File: config.mk
export PLATFORM = sky130hd
export DESIGN_NAME = tsm_core
export DESIGN_NICKNAME = d
export VERILOG_FILES = /design/src/core/tsm_pkg.sv /design/src/core/tsm_measure.sv /design/src/core/tsm_nv_store.sv /design/src/core/tsm_core.sv
export SDC_FILE = /design/constraint.sdc
export NUM_CORES = 1
export LEC_CHECK = 0
export BUFFER_PORTS_ARGS = -buffer_cell sky130_fd_sc_hd__buf_4
export CELL_PAD_IN_SITES_DETAIL_PLACEMENT = 0
export CELL_PAD_IN_SITES_GLOBAL_PLACEMENT = 1
export CORE_ASPECT_RATIO = 0.75
export CORE_MARGIN = 2
export CORE_UTILIZATION = 44
export CTS_CLUSTER_SIZE = 16
export DETAILED_ROUTE_END_ITERATION = 7
export GPL_TIMING_DRIVEN = 0
export PLACE_DENSITY_LB_ADDON = 0.2
export SLEW_MARGIN = 20
export SYNTH_ARGS = -nofsm -noshare
export SYNTH_HDL_FRONTEND = slang
export SYNTH_SLANG_ARGS = --single-unit
File: constraint.sdc
create_clock -name aclk -period 3.7 [get_ports aclk]
set_clock_uncertainty 0.15 [all_clocks]
set_input_delay 0.37 -clock aclk [delete_from_list [all_inputs] [get_ports aclk]]
set_output_delay 0.37 -clock aclk [all_outputs]
set_load 0.01 [all_outputs]
File: src/core/tsm_pkg.sv
// shared constants for the thermometer/thermostat core
package tsm_pkg;
  // register byte offsets
  localparam logic [4:0] OFS_CONTROL = 5'h00;
  localparam logic [4:0] OFS_STATUS = 5'h04;
  localparam logic [4:0] OFS_HIGH_TRIP = 5'h08;
  localparam logic [4:0] OFS_LOW_TRIP = 5'h0c;
  localparam logic [4:0] OFS_CONFIG = 5'h10;
  localparam logic [4:0] OFS_COUNTER = 5'h14;
  localparam logic [4:0] OFS_SLOPE = 5'h18;
  // control bits
  localparam int CTL_START = 0;
  localparam int CTL_STOP = 1;
  // config bits
  localparam int CFG_MODE = 0;
  localparam int CFG_POL = 1;
  localparam int CFG_SINGLE = 2;
  localparam int CFG_HIFLAG = 3;
  localparam int CFG_LOFLAG = 4;
  // status bits above the 8-bit result
  localparam int STS_BUSY = 8;
  localparam int STS_DONE = 9;
  localparam int STS_MODE = 10;
  localparam int STS_RUN = 11;
  // nonvolatile slots
  localparam logic [1:0] NV_HIGH = 2'h0;
  localparam logic [1:0] NV_LOW = 2'h1;
  localparam logic [1:0] NV_CFG = 2'h2;
  // temperature codes
  localparam logic [7:0] TEMP_MIN = 8'hc9;
  localparam logic [7:0] TEMP_MAX = 8'h7d;
  // factory contents of nonvolatile storage
  localparam logic [7:0] FACTORY_HIGH = 8'h7d;
  localparam logic [7:0] FACTORY_LOW = 8'hc9;
  localparam logic [2:0] FACTORY_CFG = 3'h0;
  // measurement loop defaults
  localparam logic [8:0] BASE_COUNT = 9'h0_0c8;
  localparam logic [8:0] SLOPE_INIT = 9'h0_040;
  localparam logic [8:0] SLOPE_STEP = 9'h0_001;
  localparam logic [15:0] GATE_TICKS = 16'h0_400;
  // timing
  localparam longint CLK_PERIOD_NS = 20;
  localparam longint NV_WRITE_MS = 10;
  localparam longint NV_WRITE_CYCLES = (NV_WRITE_MS * 1000000) / CLK_PERIOD_NS;
  localparam logic [4:0] RESTORE_PULSES = 5'h10;
endpackage

File: src/core/tsm_measure.sv
// iterative counter-based temperature conversion loop
`timescale 1ns/1ps
module tsm_measure
  import tsm_pkg::*;
#(
  parameter int CW = 9
)(
  // clock
  input wire logic aclk,
  input wire logic aresetn,
  input wire logic ce,
  // control
  input wire logic start,
  input wire logic lo_tick,
  input wire logic hi_tick,
  // results
  output logic busy,
  output logic done,
  output logic [7:0] temp,
  output logic [CW-1:0] count_remain,
  output logic [CW-1:0] slope_value
);
  typedef enum logic {ST_IDLE, ST_RUN} tsm_meas_type;
  tsm_meas_type state_reg;
  logic [15:0] gate_reg;
  logic [CW-1:0] step_reg;
  logic gate_end;

  assign gate_end = hi_tick && (gate_reg == GATE_TICKS - 16'h0_001);
  assign busy = (state_reg == ST_RUN);

  ////////////////////////////////////////////////////////////////////////
  always_ff @(posedge aclk)
  begin
    if (!aresetn)
    begin
      state_reg <= ST_IDLE;
      done <= 1'b0;
      gate_reg <= 16'h0_000;
    end
    else if (ce)
    begin
      done <= 1'b0;
      case (state_reg)
        ST_IDLE:
        begin
          gate_reg <= 16'h0_000;
          if (start)
            state_reg <= ST_RUN;
        end
        ST_RUN:
        begin
          if (hi_tick)
            gate_reg <= gate_reg + 16'h0_001;
          if (gate_end)
          begin
            state_reg <= ST_IDLE;
            done <= 1'b1;
          end
        end
        default: state_reg <= ST_IDLE;
      endcase
    end
  end

  // counter, slope accumulator and temperature register
  always_ff @(posedge aclk)
  begin
    if (!aresetn)
    begin
      temp <= TEMP_MIN;
      count_remain <= BASE_COUNT;
      slope_value <= SLOPE_INIT;
      step_reg <= SLOPE_STEP;
    end
    else if (ce)
    begin
      if (state_reg == ST_IDLE && start)
      begin
        temp <= TEMP_MIN;
        count_remain <= BASE_COUNT;
        slope_value <= SLOPE_INIT;
        step_reg <= SLOPE_STEP;
      end
      else if (state_reg == ST_RUN && !gate_end && lo_tick)
      begin
        if (count_remain == '0)
        begin
          // saturate so the code never wraps past the top of range
          if (temp != TEMP_MAX)
            temp <= temp + 8'h01;
          count_remain <= slope_value;
          // growing step bends the reload curve per degree
          slope_value <= slope_value + step_reg;
          step_reg <= step_reg + SLOPE_STEP;
        end
        else
          count_remain <= count_remain - 1'b1;
      end
    end
  end
endmodule

File: src/core/tsm_nv_store.sv
// nonvolatile trip points and configuration with slow write timing
`timescale 1ns/1ps
module tsm_nv_store
  import tsm_pkg::*;
#(
  parameter longint WRITE_CYCLES = NV_WRITE_CYCLES
)(
  // clock
  input wire logic aclk,
  input wire logic aresetn,
  input wire logic ce,
  // write request
  input wire logic wr_req,
  input wire logic [1:0] wr_sel,
  input wire logic [7:0] wr_data,
  // stored values
  output logic [7:0] high_trip_point,
  output logic [7:0] low_trip_point,
  output logic [2:0] cfg_bits,
  output logic nonvolatile_write_busy
);
  localparam int TW = $clog2(WRITE_CYCLES + 1);
  // contents are not touched by reset: they model storage that outlives power
  logic [7:0] high_reg = FACTORY_HIGH;
  logic [7:0] low_reg = FACTORY_LOW;
  logic [2:0] cfg_reg = FACTORY_CFG;
  logic [TW-1:0] timer_reg;
  logic [1:0] sel_reg;
  logic [7:0] data_reg;

  assign high_trip_point = high_reg;
  assign low_trip_point = low_reg;
  assign cfg_bits = cfg_reg;

  ////////////////////////////////////////////////////////////////////////
  always_ff @(posedge aclk)
  begin
    if (!aresetn)
    begin
      timer_reg <= '0;
      nonvolatile_write_busy <= 1'b0;
      sel_reg <= NV_HIGH;
      data_reg <= 8'h00;
    end
    else if (ce)
    begin
      if (!nonvolatile_write_busy && wr_req)
      begin
        // a second write during a busy period is dropped, never merged
        nonvolatile_write_busy <= 1'b1;
        timer_reg <= TW'(WRITE_CYCLES - 1);
        sel_reg <= wr_sel;
        data_reg <= wr_data;
      end
      else if (nonvolatile_write_busy)
      begin
        if (timer_reg == '0)
          nonvolatile_write_busy <= 1'b0;
        else
          timer_reg <= timer_reg - 1'b1;
      end
    end
  end

  // committed only at the end, so a read shows the old value meanwhile
  always_ff @(posedge aclk)
  begin
    if (ce && aresetn && nonvolatile_write_busy && timer_reg == '0)
    begin
      if (sel_reg == NV_HIGH)
        high_reg <= data_reg;
      if (sel_reg == NV_LOW)
        low_reg <= data_reg;
      if (sel_reg == NV_CFG)
        cfg_reg <= data_reg[2:0];
    end
  end
endmodule

File: src/core/tsm_core.sv
// thermometer/thermostat core: axi4-lite registers, modes, trip logic
`timescale 1ns/1ps
module tsm_core
  import tsm_pkg::*;
#(
  parameter longint NV_CYCLES = NV_WRITE_CYCLES
)(
  // clock and reset
  input wire logic aclk,
  input wire logic aresetn,
  input wire logic ce,
  // axi4-lite write address and data
  input wire logic [4:0] s_axi_awaddr,
  input wire logic s_axi_awvalid,
  output logic s_axi_awready,
  input wire logic [31:0] s_axi_wdata,
  input wire logic [3:0] s_axi_wstrb,
  input wire logic s_axi_wvalid,
  output logic s_axi_wready,
  // axi4-lite write response
  output logic [1:0] s_axi_bresp,
  output logic s_axi_bvalid,
  input wire logic s_axi_bready,
  // axi4-lite read
  input wire logic [4:0] s_axi_araddr,
  input wire logic s_axi_arvalid,
  output logic s_axi_arready,
  output logic [31:0] s_axi_rdata,
  output logic [1:0] s_axi_rresp,
  output logic s_axi_rvalid,
  input wire logic s_axi_rready,
  // oscillators and supply sense
  input wire logic lo_tc_osc,
  input wire logic hi_tc_osc,
  input wire logic supply_low,
  // open-drain data pin and bus-side pull request
  input wire logic dq_in,
  output logic dq_out,
  output logic dq_oe,
  input wire logic bus_pull_low
);
  logic [3:0] sync1_reg;
  logic [3:0] sync2_reg;
  logic [3:0] sync3_reg;
  logic [3:0] pins_in;
  logic lo_tick, hi_tick, dq_fall;
  logic aw_held_reg, w_held_reg;
  logic [4:0] aw_addr_reg;
  logic [31:0] w_data_reg;
  logic [3:0] w_strb_reg;
  logic wr_fire, start_pulse, stop_pulse, nv_req;
  logic [1:0] nv_sel;
  logic [7:0] high_trip_point, low_trip_point;
  logic [2:0] cfg_bits;
  logic nonvolatile_write_busy;
  logic meas_busy, meas_done, meas_start;
  logic [7:0] meas_temp;
  logic [8:0] count_remain, slope_value;
  logic [7:0] result_reg;
  logic run_reg, done_reg, thermostat_reg, power_up_reg, therm_active_reg;
  logic high_limit_flag = 1'b0;
  logic low_limit_flag = 1'b0;
  logic [4:0] pulse_cnt_reg;
  logic output_active_level, single_conversion_select;

  assign pins_in = {supply_low, dq_in, hi_tc_osc, lo_tc_osc};
  assign output_active_level = cfg_bits[CFG_POL];
  assign single_conversion_select = cfg_bits[CFG_SINGLE];

  ////////////////////////////////////////////////////////////////////////
  // two-flop synchronisers, then one more stage for edge detection
  genvar gi;
  generate
    for (gi = 0; gi < 4; gi++)
    begin : g_sync
      always_ff @(posedge aclk)
      begin
        if (!aresetn)
        begin
          sync1_reg[gi] <= 1'b0;
          sync2_reg[gi] <= 1'b0;
          sync3_reg[gi] <= 1'b0;
        end
        else if (ce)
        begin
          sync1_reg[gi] <= pins_in[gi];
          sync2_reg[gi] <= sync1_reg[gi];
          sync3_reg[gi] <= sync2_reg[gi];
        end
      end
    end
  endgenerate

  assign lo_tick = sync2_reg[0] && !sync3_reg[0];
  assign hi_tick = sync2_reg[1] && !sync3_reg[1];
  assign dq_fall = !sync2_reg[2] && sync3_reg[2];

  ////////////////////////////////////////////////////////////////////////
  // axi4-lite write channel: address and data taken in either order
  assign wr_fire = aw_held_reg && w_held_reg && !s_axi_bvalid;

  always_ff @(posedge aclk)
  begin
    if (!aresetn)
    begin
      aw_held_reg <= 1'b0;
      w_held_reg <= 1'b0;
      aw_addr_reg <= 5'h00;
      w_data_reg <= 32'h0000_0000;
      w_strb_reg <= 4'h0;
      s_axi_awready <= 1'b0;
      s_axi_wready <= 1'b0;
      s_axi_bvalid <= 1'b0;
    end
    else if (ce)
    begin
      s_axi_awready <= !aw_held_reg && !s_axi_awready && !s_axi_bvalid;
      s_axi_wready <= !w_held_reg && !s_axi_wready && !s_axi_bvalid;
      if (s_axi_awvalid && s_axi_awready)
      begin
        aw_held_reg <= 1'b1;
        aw_addr_reg <= s_axi_awaddr;
        s_axi_awready <= 1'b0;
      end
      if (s_axi_wvalid && s_axi_wready)
      begin
        w_held_reg <= 1'b1;
        w_data_reg <= s_axi_wdata;
        w_strb_reg <= s_axi_wstrb;
        s_axi_wready <= 1'b0;
      end
      if (wr_fire)
      begin
        aw_held_reg <= 1'b0;
        w_held_reg <= 1'b0;
        s_axi_bvalid <= 1'b1;
      end
      else if (s_axi_bvalid && s_axi_bready)
        s_axi_bvalid <= 1'b0;
    end
  end

  assign s_axi_bresp = 2'b00;

  // decode of the write that fires this cycle; byte 0 carries every field
  always_comb
  begin
    start_pulse = 1'b0;
    stop_pulse = 1'b0;
    nv_req = 1'b0;
    nv_sel = NV_HIGH;
    if (wr_fire && w_strb_reg[0])
    begin
      case (aw_addr_reg & 5'h1c)
        OFS_CONTROL:
        begin
          start_pulse = w_data_reg[CTL_START];
          stop_pulse = w_data_reg[CTL_STOP];
        end
        OFS_HIGH_TRIP: nv_req = 1'b1;
        OFS_LOW_TRIP:
        begin
          nv_req = 1'b1;
          nv_sel = NV_LOW;
        end
        OFS_CONFIG:
        begin
          nv_req = 1'b1;
          nv_sel = NV_CFG;
        end
        default: nv_req = 1'b0;
      endcase
    end
  end

  ////////////////////////////////////////////////////////////////////////
  // axi4-lite read channel, one cycle from address to data
  function automatic logic [31:0] read_word(input logic [4:0] addr);
    logic [31:0] v;
    v = 32'h0000_0000;
    case (addr & 5'h1c)
      OFS_STATUS:
      begin
        v[7:0] = result_reg;
        v[STS_BUSY] = nonvolatile_write_busy;
        v[STS_DONE] = done_reg;
        v[STS_MODE] = thermostat_reg;
        v[STS_RUN] = run_reg;
      end
      OFS_HIGH_TRIP: v[7:0] = high_trip_point;
      OFS_LOW_TRIP: v[7:0] = low_trip_point;
      OFS_CONFIG: v[4:0] = {low_limit_flag, high_limit_flag, cfg_bits};
      OFS_COUNTER: v[8:0] = count_remain;
      OFS_SLOPE: v[8:0] = slope_value;
      default: v = 32'h0000_0000;
    endcase
    return v;
  endfunction

  always_ff @(posedge aclk)
  begin
    if (!aresetn)
    begin
      s_axi_arready <= 1'b0;
      s_axi_rvalid <= 1'b0;
      s_axi_rdata <= 32'h0000_0000;
    end
    else if (ce)
    begin
      s_axi_arready <= !s_axi_rvalid && !s_axi_arready;
      if (s_axi_arvalid && s_axi_arready)
      begin
        s_axi_arready <= 1'b0;
        s_axi_rvalid <= 1'b1;
        s_axi_rdata <= read_word(s_axi_araddr);
      end
      else if (s_axi_rvalid && s_axi_rready)
        s_axi_rvalid <= 1'b0;
    end
  end

  assign s_axi_rresp = 2'b00;

  ////////////////////////////////////////////////////////////////////////
  tsm_nv_store #(
    .WRITE_CYCLES(NV_CYCLES)
  ) u_nv (
    .aclk(aclk),
    .aresetn(aresetn),
    .ce(ce),
    .wr_req(nv_req),
    .wr_sel(nv_sel),
    .wr_data(w_data_reg[7:0]),
    .high_trip_point(high_trip_point),
    .low_trip_point(low_trip_point),
    .cfg_bits(cfg_bits),
    .nonvolatile_write_busy(nonvolatile_write_busy)
  );

  assign meas_start = run_reg && !meas_busy && !meas_done;

  tsm_measure u_meas (
    .aclk(aclk),
    .aresetn(aresetn),
    .ce(ce),
    .start(meas_start),
    .lo_tick(lo_tick),
    .hi_tick(hi_tick),
    .busy(meas_busy),
    .done(meas_done),
    .temp(meas_temp),
    .count_remain(count_remain),
    .slope_value(slope_value)
  );

  ////////////////////////////////////////////////////////////////////////
  // mode is caught one clock after reset release, never under reset
  always_ff @(posedge aclk)
  begin
    if (!aresetn)
    begin
      power_up_reg <= 1'b1;
      thermostat_reg <= 1'b0;
      pulse_cnt_reg <= 5'h00;
    end
    else if (ce)
    begin
      power_up_reg <= 1'b0;
      if (power_up_reg)
        thermostat_reg <= cfg_bits[CFG_MODE];
      if (!sync2_reg[3])
        pulse_cnt_reg <= 5'h00;
      else if (dq_fall)
      begin
        // the stored mode bit is left alone; only the running mode flips
        if (pulse_cnt_reg == RESTORE_PULSES - 5'h01)
        begin
          thermostat_reg <= !thermostat_reg;
          pulse_cnt_reg <= 5'h00;
        end
        else
          pulse_cnt_reg <= pulse_cnt_reg + 5'h01;
      end
    end
  end

  // conversion run control
  always_ff @(posedge aclk)
  begin
    if (!aresetn)
    begin
      run_reg <= 1'b0;
      done_reg <= 1'b0;
      result_reg <= TEMP_MIN;
    end
    else if (ce)
    begin
      if (power_up_reg)
        run_reg <= cfg_bits[CFG_MODE];
      else if (thermostat_reg)
        run_reg <= 1'b1;
      else if (stop_pulse)
        run_reg <= 1'b0;
      else if (start_pulse)
        run_reg <= 1'b1;
      else if (meas_done && single_conversion_select)
        run_reg <= 1'b0;
      if (start_pulse)
        done_reg <= 1'b0;
      else if (meas_done && single_conversion_select)
        done_reg <= 1'b1;
      if (meas_done)
        result_reg <= meas_temp;
    end
  end

  // trip flags: hardware set, software clear by writing zero; set wins
  always_ff @(posedge aclk)
  begin
    // flags outlive reset like the rest of storage; reset only blocks updates
    if (ce && aresetn)
    begin
      if (nv_req && nv_sel == NV_CFG && !nonvolatile_write_busy)
      begin
        high_limit_flag <= (meas_done && $signed(meas_temp) >= $signed(high_trip_point))
                           || (high_limit_flag && w_data_reg[CFG_HIFLAG]);
        low_limit_flag <= (meas_done && $signed(meas_temp) <= $signed(low_trip_point))
                          || (low_limit_flag && w_data_reg[CFG_LOFLAG]);
      end
      else if (meas_done)
      begin
        if ($signed(meas_temp) >= $signed(high_trip_point))
          high_limit_flag <= 1'b1;
        if ($signed(meas_temp) <= $signed(low_trip_point))
          low_limit_flag <= 1'b1;
      end
    end
  end

  // thermostat hysteresis, evaluated only on a finished conversion
  always_ff @(posedge aclk)
  begin
    if (!aresetn)
      therm_active_reg <= 1'b0;
    else if (ce && meas_done)
    begin
      if ($signed(meas_temp) > $signed(high_trip_point))
        therm_active_reg <= 1'b1;
      else if ($signed(meas_temp) < $signed(low_trip_point))
        therm_active_reg <= 1'b0;
    end
  end

  // open-drain pin: only ever drives low
  always_ff @(posedge aclk)
  begin
    if (!aresetn)
    begin
      dq_out <= 1'b0;
      dq_oe <= 1'b0;
    end
    else if (ce)
    begin
      dq_out <= 1'b0;
      if (thermostat_reg)
        dq_oe <= (therm_active_reg != output_active_level);
      else
        dq_oe <= bus_pull_low;
    end
  end

  ////////////////////////////////////////////////////////////////////////
  chk_pin_low_only: assert property (@(posedge aclk) disable iff (!aresetn)
    dq_out == 1'b0) else $error("data pin driven high");
  chk_result_on_done: assert property (@(posedge aclk) disable iff (!aresetn)
    meas_done && ce |=> result_reg == $past(meas_temp)) else $error("result not latched");
  chk_result_stable: assert property (@(posedge aclk) disable iff (!aresetn)
    !$past(meas_done) && !$past(power_up_reg) |-> $stable(result_reg))
    else $error("result changed mid conversion");
  chk_therm_sets: assert property (@(posedge aclk) disable iff (!aresetn)
    meas_done && ce && $signed(meas_temp) > $signed(high_trip_point) |=> therm_active_reg)
    else $error("thermostat did not assert");
  chk_therm_holds: assert property (@(posedge aclk) disable iff (!aresetn)
    !$past(meas_done) && !$past(power_up_reg) |-> $stable(therm_active_reg))
    else $error("thermostat changed without conversion");
  chk_pol_output: assert property (@(posedge aclk) disable iff (!aresetn)
    ce && thermostat_reg && !power_up_reg |=> dq_oe == ($past(therm_active_reg)
    != $past(output_active_level))) else $error("wrong pin polarity");
  chk_therm_runs: assert property (@(posedge aclk) disable iff (!aresetn)
    ce && thermostat_reg && !power_up_reg |=> run_reg) else $error("thermostat not converting");
  chk_stop_halts: assert property (@(posedge aclk) disable iff (!aresetn)
    ce && stop_pulse && !thermostat_reg && !power_up_reg |=> !run_reg)
    else $error("stop ignored");
  chk_busy_reports: assert property (@(posedge aclk) disable iff (!aresetn)
    ce && nv_req && !nonvolatile_write_busy |=> nonvolatile_write_busy [*2])
    else $error("busy not reported");
  chk_temp_range: assert property (@(posedge aclk) disable iff (!aresetn)
    $signed(result_reg) >= $signed(TEMP_MIN) && $signed(result_reg) <= $signed(TEMP_MAX))
    else $error("result out of range");
  cov_conversion: cover property (@(posedge aclk) disable iff (!aresetn) meas_done);
  cov_nv_write: cover property (@(posedge aclk) disable iff (!aresetn)
    $fell(nonvolatile_write_busy));
  cov_thermostat: cover property (@(posedge aclk) disable iff (!aresetn)
    thermostat_reg && $rose(therm_active_reg));
  cov_restore: cover property (@(posedge aclk) disable iff (!aresetn) $changed(thermostat_reg)
    && !$past(power_up_reg));
endmodule

**Yosys cells after proc, flatten, opt, wreduce, memory -nomap -nowiden**

Index checks and enable logic that the tools add are counted.

- Output and inout port bits: 43
- Input bits: 59
- Bits in registers: 167
- Logic and storage cells: 242

- Equality and inequality tests: 19
- Bitwise gates (word level): 1
- Magnitude comparators: 4
- Multiplexer cells: 72
- Add/sub/neg operators: 7
- Reduce and logical (&&, ||, !) cells: 93

Operators by type and width:

| cell | number |
|---|---|
| two-way mux 9 bit | 9 |
| two-way mux 19 bit | 3 |
| two-way mux 1 bit | 44 |
| AND reduction 2 bit | 18 |
| logical AND 1 bit | 34 |
| two-way mux 8 bit | 4 |
| case mux 16 bit (2 select lines) | 1 |
| case mux 5 bit (6 select lines) | 1 |
| nonzero test 2 bit | 13 |
| zero test 19 bit | 1 |
| subtractor 19 x 1 -> 19 bit, second input constant | 1 |
| adder 16 x 1 -> 16 bit, second input constant | 1 |
| equality test 16 x 10 -> 1 bit, second input constant | 1 |
| two-way mux 16 bit | 1 |
| zero test 1 bit | 15 |
| two-way mux 5 bit | 3 |
| case mux 3 bit (5 select lines) | 1 |
| equality test 3 x 2 -> 1 bit, second input constant | 4 |
| equality test 3 bit, second input constant | 4 |
| AND reduction 3 bit | 4 |
| adder 9 x 1 -> 9 bit, second input constant | 1 |
| adder 9 bit | 1 |
| zero test 9 bit | 1 |
| subtractor 9 x 1 -> 9 bit, second input constant | 1 |
| other kinds (25) | 29 |

**Longest topological paths before layout**

Gate-level depths: netlist of run 1.

- Depth in word-level cells: 9
- Depth in mapped cells: 9
- Gate-level depth less buffers: 9

**Modules after synthesis**

From an unflattened synthesis of run 1, not the netlist that was laid out.

- Cells, all modules: 994
- Area, all modules: 8673.3 um^2

By module, submodules not included:

| module | times used | area an instance (um^2) | cells each | sequential area each (um^2) |
|---|---|---|---|---|
| tsm_core | 1 | 3662.3 | 440 | 1281.2 |
| tsm_measure | 1 | 2971.6 | 364 | 1061.0 |
| tsm_nv_store | 1 | 2039.5 | 190 | 1171.1 |

**Least setup slack after synthesis of run 1**

OpenSTA, ideal clock, no wires.

- Path type: register to register
- From: register u_nv.timer_reg[2]
- To: register u_nv.low_reg[0] (netlist: u_nv.low_trip_point[0]) (enable)
- Setup slack: 1.105 ns
- Data required time: 3.165 ns
- Clock period less this slack: 2.595 ns
- Stages on the path, launching flop included: 5
- Library setup time: 0.385 ns
- Arrival time: 2.060 ns
- Path buffers: 0
- Path through: dfxtp_1 > or4_1 > nor4_1 > nand3_1 > nor3b_1

- Word-level cells in the longest chain between the ends: 3

RTL lines:

| item | RTL line | source |
|---|---|---|
| from (decl) | tsm_nv_store.sv:27 | `logic [TW-1:0] timer_reg;` |
| from (signal assigned) | tsm_nv_store.sv:51 | `timer_reg <= TW'(WRITE_CYCLES - 1);` |
| from (signal assigned) | tsm_nv_store.sv:60 | `timer_reg <= timer_reg - 1'b1;` |
| zero test 19 bit | tsm_nv_store.sv:68 | `if (ce && aresetn && nonvolatile_write_busy && timer_reg == '0)` |
| logical AND 1 bit | tsm_nv_store.sv:68 |  |
| AND reduction 2 bit (no source line) | -- |  |
| to (signal assigned) | tsm_nv_store.sv:73 | `low_reg <= data_reg;` |
| to (decl) | tsm_nv_store.sv:25 | `logic [7:0] low_reg = FACTORY_LOW;` |

No other way between the ends.
A chain may end at the register's enable or synchronous reset.

**Final worst setup path of run 1**

- From: register u_meas.step_reg[0]
- To: register u_meas.slope_value[8]

- Word-level cells in the longest chain between the ends: 4

RTL lines:

| item | RTL line | source |
|---|---|---|
| from (decl) | tsm_measure.sv:26 | `logic [CW-1:0] step_reg;` |
| from (signal assigned) | tsm_measure.sv:95 | `step_reg <= step_reg + SLOPE_STEP;` |
| adder 9 bit | tsm_measure.sv:94 | `slope_value <= slope_value + step_reg;` |
| two-way mux 9 bit | tsm_measure.sv:87 | `if (count_remain == '0)` |
| two-way mux 9 bit | tsm_measure.sv:85 | `else if (state_reg == ST_RUN && !gate_end && lo_tick)` |
| two-way mux 9 bit | tsm_measure.sv:78 | `if (state_reg == ST_IDLE && start)` |
| to (signal assigned) | tsm_measure.sv:94 |  |
| to (decl) | tsm_measure.sv:21 | `output logic [CW-1:0] slope_value` |

No other way between the ends. The select of a mux whose other input is x is not followed.

==> impl_metrics.csv, run 1 <==
group,metric,value,unit
logic_synthesis,synth-main-ff-cell,"sky130_fd_sc_hd__dfxtp_1",
grt,number_of_antenna_violations_at_the_first_check_in_global_routing,0,
layout,multiInputGateArea,4550,sq um
cts,cts_post_setup_buffers_inserted,0,
critical_path,data_required_time_at_the_worst_endpoint,3900,ps
floorplan,die_area,20400,sq um
layout,utilization,0.522,
placement,port_buffers,43,
detailed_routing,totalWireLength,23200,um
logic_synthesis,synth-edff-count,21,
cts,tritoncts,"built",
critical_path,worstPathMaxFanout,6,
cts,root_buffer,"sky130_fd_sc_hd__clkbuf_16",
critical_path,reg2reg_setup_slack,600,ps
power_and_ir_drop,total_power,3.84,mW
logic_synthesis,synthMostInstantiatedCell,"sky130_fd_sc_hd__dfxtp_1",
floorplan,core-area,18700,sq um
critical_path,buf_inv_stages_crit_path,1,
sta,tightest_slew,832,ps
logic_synthesis,synth.yosys.seq_area_share,0.415,
logic_synthesis,post_synth_xor_area_fraction,0.0321,
detailed_routing,dr.first_iter.drc_count,598,
logic_synthesis,post_synth_main_area_contributors,"sky130_fd_sc_hd__dfxtp_1 (34%), sky130_fd_sc_hd__edfxtp_1 (7.5%), sky130_fd_sc_hd__a21oi_1 (5.3%)",
sta,setup_repair_after_global_routing_missed_its_margin,"false",
detailed_routing,ant_nets,0,
sta,final_hold_viol_count,0,
sta,maximum_clock_frequency,323,MHz
critical_path,timing.critical_path.slowest_cell_delay,460,ps
sta,layout_min_cycle_time,3100,ps
worst_hold_path,hold_class,"input pin to register",
power_and_ir_drop,power.density,393,nW/um^2
layout,final_cell_area,9750,sq um
placement,dp_cells,1293,
floorplan,start_util,0.453,
sta,fin_worst_hold_slack,22.4,ps
run_status,outcome,"complete, no violations",
logic_synthesis,synth.lib_cells_used.distinct,76,
critical_path,setup_crit_end_kind,"register",
cts,clkSlewWorstSetupHoldPaths,70,ps
layout,area.growth.synth_to_final,15.3,%
logic_synthesis,yosys.area.top_type,"sky130_fd_sc_hd__dfxtp_1",
logic_synthesis,synthSimpleGateAreaFrac,0.222,
logic_synthesis,syn-cell-area,8460,sq um
sta,setup_violations,0,
power_and_ir_drop,max-vdd-ir-drop,0.000293,V
critical_path,critical-path-top-delay-family,"compound AO/OA/AOI/OAI gates",
floorplan,die-width,164,um
layout,filler_cell_count,1800,
sta,slew_violations,0,
sta,max-slew-margin-rel,0.445,
placement,placedInstanceArea,9180,sq um
placement,pre_cts_ws,412,ps
floorplan,die_height,124,um
logic_synthesis,synth-seq-cells,165,
grt,grt_overflow,0,
floorplan,placement_rows,43,
layout,design.final.nets,1157,
logic_synthesis,synth.avg_cell_area,8.64,sq um
logic_synthesis,async_flop_share,0,
logic_synthesis,synthTopCellsByCount,"sky130_fd_sc_hd__dfxtp_1 (144), sky130_fd_sc_hd__nand2_1 (118), sky130_fd_sc_hd__a21oi_1 (89)",
grt,first_global_vias,6472,
floorplan,boundaryPins,102,
critical_path,timing.critical_path.from_type,"register",
run,timing.max_cap.violations,0,
placement,gp_routability_congestion,0.912,
logic_synthesis,synth_top_area_share,0.341,
critical_path,critical_path_class,"register to register",
detailed_routing,detail_routed_net_length_per_standard_cell,17.5,um
grt,grt_pass1_wl,36500,um
detailed_routing,vias,7215,
sta,final.setup.worst_slack,600,ps
cts,worstSkewPairLatency,440,ps
logic_synthesis,synthesis.instances,979,
layout,layout-drive-gt1-share,0.117,
layout,final-seq-area,3510,sq um
sta,timing.final.crit_share,0.838,
critical_path,crit_chain,"ha_1 > inv_1 > fa_1 > nand2b_1 > a211oi_1 > mux2i_1 > a311oi_1 > mux2_2 > a21oi_1",
detailed_routing,firstDrtPassIters,6,
power_and_ir_drop,cellLeakagePower,3.72,nW
sta,fin_setup_tns,0,ps
critical_path,arrival_time_at_the_worst_endpoint,3300,ps
logic_synthesis,ys.warnings.count,0,
detailed_routing,drt_drc_violations_left,0,
grt,grt.total_usage,0.237,
layout,fin_cells,1326,
layout,largest_register_ffs,19,
placement,detailed_place_hpwl,17000,um
cts,cts.sinks,165,
critical_path,worst_path_max_delay_cell,"sky130_fd_sc_hd__dfxtp_1",
logic_synthesis,yosys-mux-area-fraction,0.0484,
grt,grt_start_max_net_pins,18,
logic_synthesis,synth_top_family_by_area,"simple AND/OR/NAND/NOR gates",
cts,cts.htree.levels,4,
cts,cts.repair.resized,0,
detailed_routing,route.detailed.vias_per_inst,5.44,
logic_synthesis,compound_gate_portion_of_the_synthesized_area,0.174,
logic_synthesis,yosys.area_share.adder,0.0497,
cts,cts_buffers,17,
cts,holdBufCountCts,0,
cts,clk_buf_depth,2,
[metal layers]
layer  track usage  part of all wire  vias to the layer above
met5             0                 0                        -
met4        0.0526            0.0084                        0
met3        0.0503             0.054                       14
met2         0.348              0.42                      177
met1         0.354              0.51                     3393
li1              -                 -                     3631
[area by class of cell]
| class | instances | share of cell area |
|---|---|---|
| plain buffers | 67 | 0.0364 |
| multi-input cells | 735 | 0.467 |
| clock inverters | 15 | 0.0140 |
| diodes | 1 | 0.000257 |
| repair buffers | 43 | 0.0331 |
| inverters | 36 | 0.0139 |
| well taps | 247 | 0.0317 |
| clock buffers | 17 | 0.0436 |
| flip-flops and latches | 165 | 0.360 |
[cell usage in the layout (no fill, tap or decap), drive strengths merged, types with 25 or more instances in the layout]
| master | Yosys | layout |
|---|---|---|
| nor2 | 88 | 88 |
| nor3 | 26 | 26 |
| buf | 34 | 77 |
| ha | 32 | 32 |
| clkbuf | 33 | 50 |
| nor2b | 27 | 27 |
| inv | 36 | 45 |
| dfxtp | 144 | 144 |
| nand2 | 118 | 118 |
| conb | 1 | 25 |
| a21oi | 90 | 90 |
| mux2i | 33 | 33 |
| nand3 | 30 | 30 |
| o21ai | 29 | 29 |
[worst register-to-register path, cell delays in order (launching register included)]
cell and delay [ps]:
sky130_fd_sc_hd__dfxtp_1 460, sky130_fd_sc_hd__ha_1 250, sky130_fd_sc_hd__inv_1 60, sky130_fd_sc_hd__fa_1 390, sky130_fd_sc_hd__nand2b_1 210, sky130_fd_sc_hd__a211oi_1 380
sky130_fd_sc_hd__mux2i_1 150, sky130_fd_sc_hd__a311oi_1 440, sky130_fd_sc_hd__mux2_2 390, sky130_fd_sc_hd__a21oi_1 140
[where the power goes]
part | total (mW) | switching [mW] | internal (mW) | leakage, nW
sequential | 1.84 | 0.0181 | 1.83 | 1.35
combinational | 0.253 | 0.154 | 0.0989 | 2.10
clock | 1.74 | 0.852 | 0.889 | 0.269
[kinds of logic after synthesis]
logic type | after synthesis
AO/OA/AOI/OAI | 224
XOR/XNOR | 31
adder cells (fa/ha/maj) | 33
buffers and inverters | 103
flip-flops | 165
multiplexers | 40
other | 1
AND/OR/NAND/NOR | 382
[path summary, 6_finish.rpt]
| path | start | end | cells after the start |
|---|---|---|---|
| worst max-delay path | u_meas.step_reg[0] | u_meas.slope_value[8] | 9 |
| worst min-delay path | s_axi_wdata[5] | w_data_reg[5] | 3 |
| worst min register to register | w_data_reg[7] | u_nv.data_reg[7] | 2 |
| worst max register to register | u_meas.step_reg[0] | u_meas.slope_value[8] | 9 |
Power figures use the tool's default switching activity.
==> run 2: changes to the inputs <==
--- a/config.mk
+++ b/config.mk
@@ -10,7 +10,7 @@
 export CELL_PAD_IN_SITES_GLOBAL_PLACEMENT = 1
 export CORE_ASPECT_RATIO = 0.75
 export CORE_MARGIN = 2
-export CORE_UTILIZATION = 44
+export CORE_UTILIZATION = 40
 export CTS_CLUSTER_SIZE = 16
 export DETAILED_ROUTE_END_ITERATION = 7
 export GPL_TIMING_DRIVEN = 0
==> constraint.sdc (replaced) <==
create_clock -name aclk -period 2.7 [get_ports aclk]
set_clock_uncertainty 0.15 [all_clocks]
set_input_delay 0.27 -clock aclk [delete_from_list [all_inputs] [get_ports aclk]]
set_output_delay 0.27 -clock aclk [all_outputs]
set_load 0.01 [all_outputs]
==> impl_metrics.csv, run 2 (synthesis results as in run 1) <==
group,metric,value,unit
detailed_routing,firstDrtPassIters,5,
layout,area.growth.synth_to_final,20.1,%
detailed_routing,drt_drc_violations_left,0,
placement,placedInstanceArea,9240,sq um
placement,port_buffers,43,
layout,final-seq-area,3520,sq um
grt,grt.total_usage,0.221,
sta,timing.final.crit_share,0.976,
cts,worstSkewPairLatency,440,ps
detailed_routing,totalWireLength,23700,um
placement,detailed_place_hpwl,17400,um
floorplan,die_area,22300,sq um
critical_path,critical-path-top-delay-family,"simple AND/OR/NAND/NOR gates",
sta,final_hold_viol_count,0,
critical_path,buf_inv_stages_crit_path,2,
layout,multiInputGateArea,4620,sq um
layout,design.final.nets,1181,
floorplan,start_util,0.404,
sta,tightest_slew,915,ps
sta,setup_repair_after_global_routing_missed_its_margin,"false",
critical_path,setup_crit_end_kind,"register",
power_and_ir_drop,total_power,5.29,mW
grt,groute.layer.met1.usage,0.314,
worst_hold_path,hold_class,"input pin to register",
floorplan,placement_rows,46,
power_and_ir_drop,max-vdd-ir-drop,0.000431,V
grt,first_global_vias,6740,
run_status,outcome,"complete, no violations",
critical_path,arrival_time_at_the_worst_endpoint,2860,ps
detailed_routing,vias,7222,
sta,maximum_clock_frequency,380,MHz
layout,utilization,0.485,
critical_path,critical_path_class,"register to register",
critical_path,worst_path_max_delay_cell,"sky130_fd_sc_hd__nor3b_2",
critical_path,timing.critical_path.from_type,"register",
placement,gp_routability_congestion,0.828,
layout,final_cell_area,10200,sq um
grt,grt_overflow,0,
power_and_ir_drop,cellLeakagePower,3.88,nW
grt,number_of_antenna_violations_at_the_first_check_in_global_routing,0,
grt,grt_start_max_net_pins,17,
detailed_routing,ant_nets,0,
sta,max-slew-margin-rel,0.390,
critical_path,timing.critical_path.slowest_cell_delay,760,ps
critical_path,reg2reg_setup_slack,70,ps
floorplan,die_height,130,um
grt,busiest_layer,"met2",
layout,layout-drive-gt1-share,0.132,
cts,tritoncts,"built",
layout,largest_register_ffs,19,
cts,cts.htree.levels,4,
layout,mostFrequentLayoutCells,"sky130_fd_sc_hd__dfxtp_1 (141), sky130_fd_sc_hd__nand2_1 (117), sky130_fd_sc_hd__a21oi_1 (89)",
cts,clk_buf_depth,2,
layout,layout_commonest_cell,"sky130_fd_sc_hd__dfxtp_1",
floorplan,die-width,172,um
cts,cts_buffers,17,
detailed_routing,dr.first_iter.drc_count,488,
floorplan,core-area,21000,sq um
power_and_ir_drop,power.density,521,nW/um^2
run,timing.max_cap.violations,0,
sta,fin_setup_tns,0,ps
cts,cts.sinks,165,
cts,root_buffer,"sky130_fd_sc_hd__clkbuf_16",
floorplan,boundaryPins,102,
critical_path,data_required_time_at_the_worst_endpoint,2920,ps
sta,setup_violations,0,
cts,clkSlewWorstSetupHoldPaths,70,ps
layout,filler_cell_count,2099,
sta,layout_min_cycle_time,2630,ps
sta,slew_violations,0,
sta,fin_worst_hold_slack,27.9,ps
grt,grt_pass1_wl,37300,um
critical_path,worstPathMaxFanout,10,
detailed_routing,route.detailed.vias_per_inst,5.20,
detailed_routing,detail_routed_net_length_per_standard_cell,17.0,um
grt,use_met3,0.0482,
grt,grtUsageMet2,0.334,
critical_path,crit_chain,"buf_2 > nor3b_2 > o31ai_1 > a21o_1 > buf_6 > or4_1 > a21boi_1",
layout,n_antenna_cell,0,
==> run 2: cell types whose count changed in the layout (fill, tap and decap cells not counted), moves of 2 or more <==
| cell | change |
|---|---|
| sky130_fd_sc_hd__dlygate4sd3_1 | +17 |
| sky130_fd_sc_hd__inv_6 | -2 |
| sky130_fd_sc_hd__clkinvlp_4 | -2 |
| sky130_fd_sc_hd__dfxtp_1 | -3 |
| sky130_fd_sc_hd__a211oi_4 | +2 |
| sky130_fd_sc_hd__dfxtp_4 | +2 |
| sky130_fd_sc_hd__buf_12 | +3 |
| sky130_fd_sc_hd__clkbuf_8 | +2 |
| sky130_fd_sc_hd__buf_4 | +4 |
==> run 2: final timing paths <==
path / depth (start not counted) / start / to
worst max-delay path: 7 / u_meas.done / u_meas.slope_value[3]
worst min-delay path: 4 / s_axi_rready / s_axi_rvalid
worst max register to register: 7 / u_meas.done / u_meas.slope_value[3]
worst min register to register: 2 / w_data_reg[2] / u_nv.data_reg[2]
==> run 2: per-stage QoR <==
step / cells / setup WS (ps)
6_report: 1390 / 65.4
5_1_grt: 1390 / 15.9
4_1_cts: 1385 / -117
3_5_place_dp: 1334 / -251
3_3_place_gp: 1334 / -560
2_1_floorplan: 1003 / 105
==> run 2: layout make-up <==
type | count | area share
multi-input combinational | 735 | 0.455
sequential | 165 | 0.347
timing repair buffer | 67 | 0.0574
clock buffer | 21 | 0.0474
tap | 288 | 0.0355
buffer | 67 | 0.0352
inverter | 36 | 0.0133
clock inverter | 11 | 0.00887
==> run 2: tightest hold or removal path: cells and delay by family <==
family,cells,cell delay [ps]
buffers and inverters,1,80
AO/OA/AOI/OAI,1,130
AND/OR/NAND/NOR,2,90
==> run 2: power by group <==
group | internal (mW) | switching, mW | leakage (nW)
clock network | 1.30 | 1.10 | 0.282
logic | 0.151 | 0.212 | 2.25
registers | 2.50 | 0.0254 | 1.35
==> run 2: metal layers <==
layer	share of wire	routed length [um]
met1	0.51	12000
met2	0.43	10100
met3	0.049	1170
met4	0.016	378
met5	0	0
==> run 2: repair_timing <==
| action | CTS | global route |
|---|---|---|
| setup buffers | 2 | 5 |
| pin swaps | 1 | 6 |
| endpoints found under the setup margin | 19 | 38 |
| hold endpoints to repair | 17 | 0 |
| hold buffers | 17 | 0 |
| resized for setup | 4 | 20 |
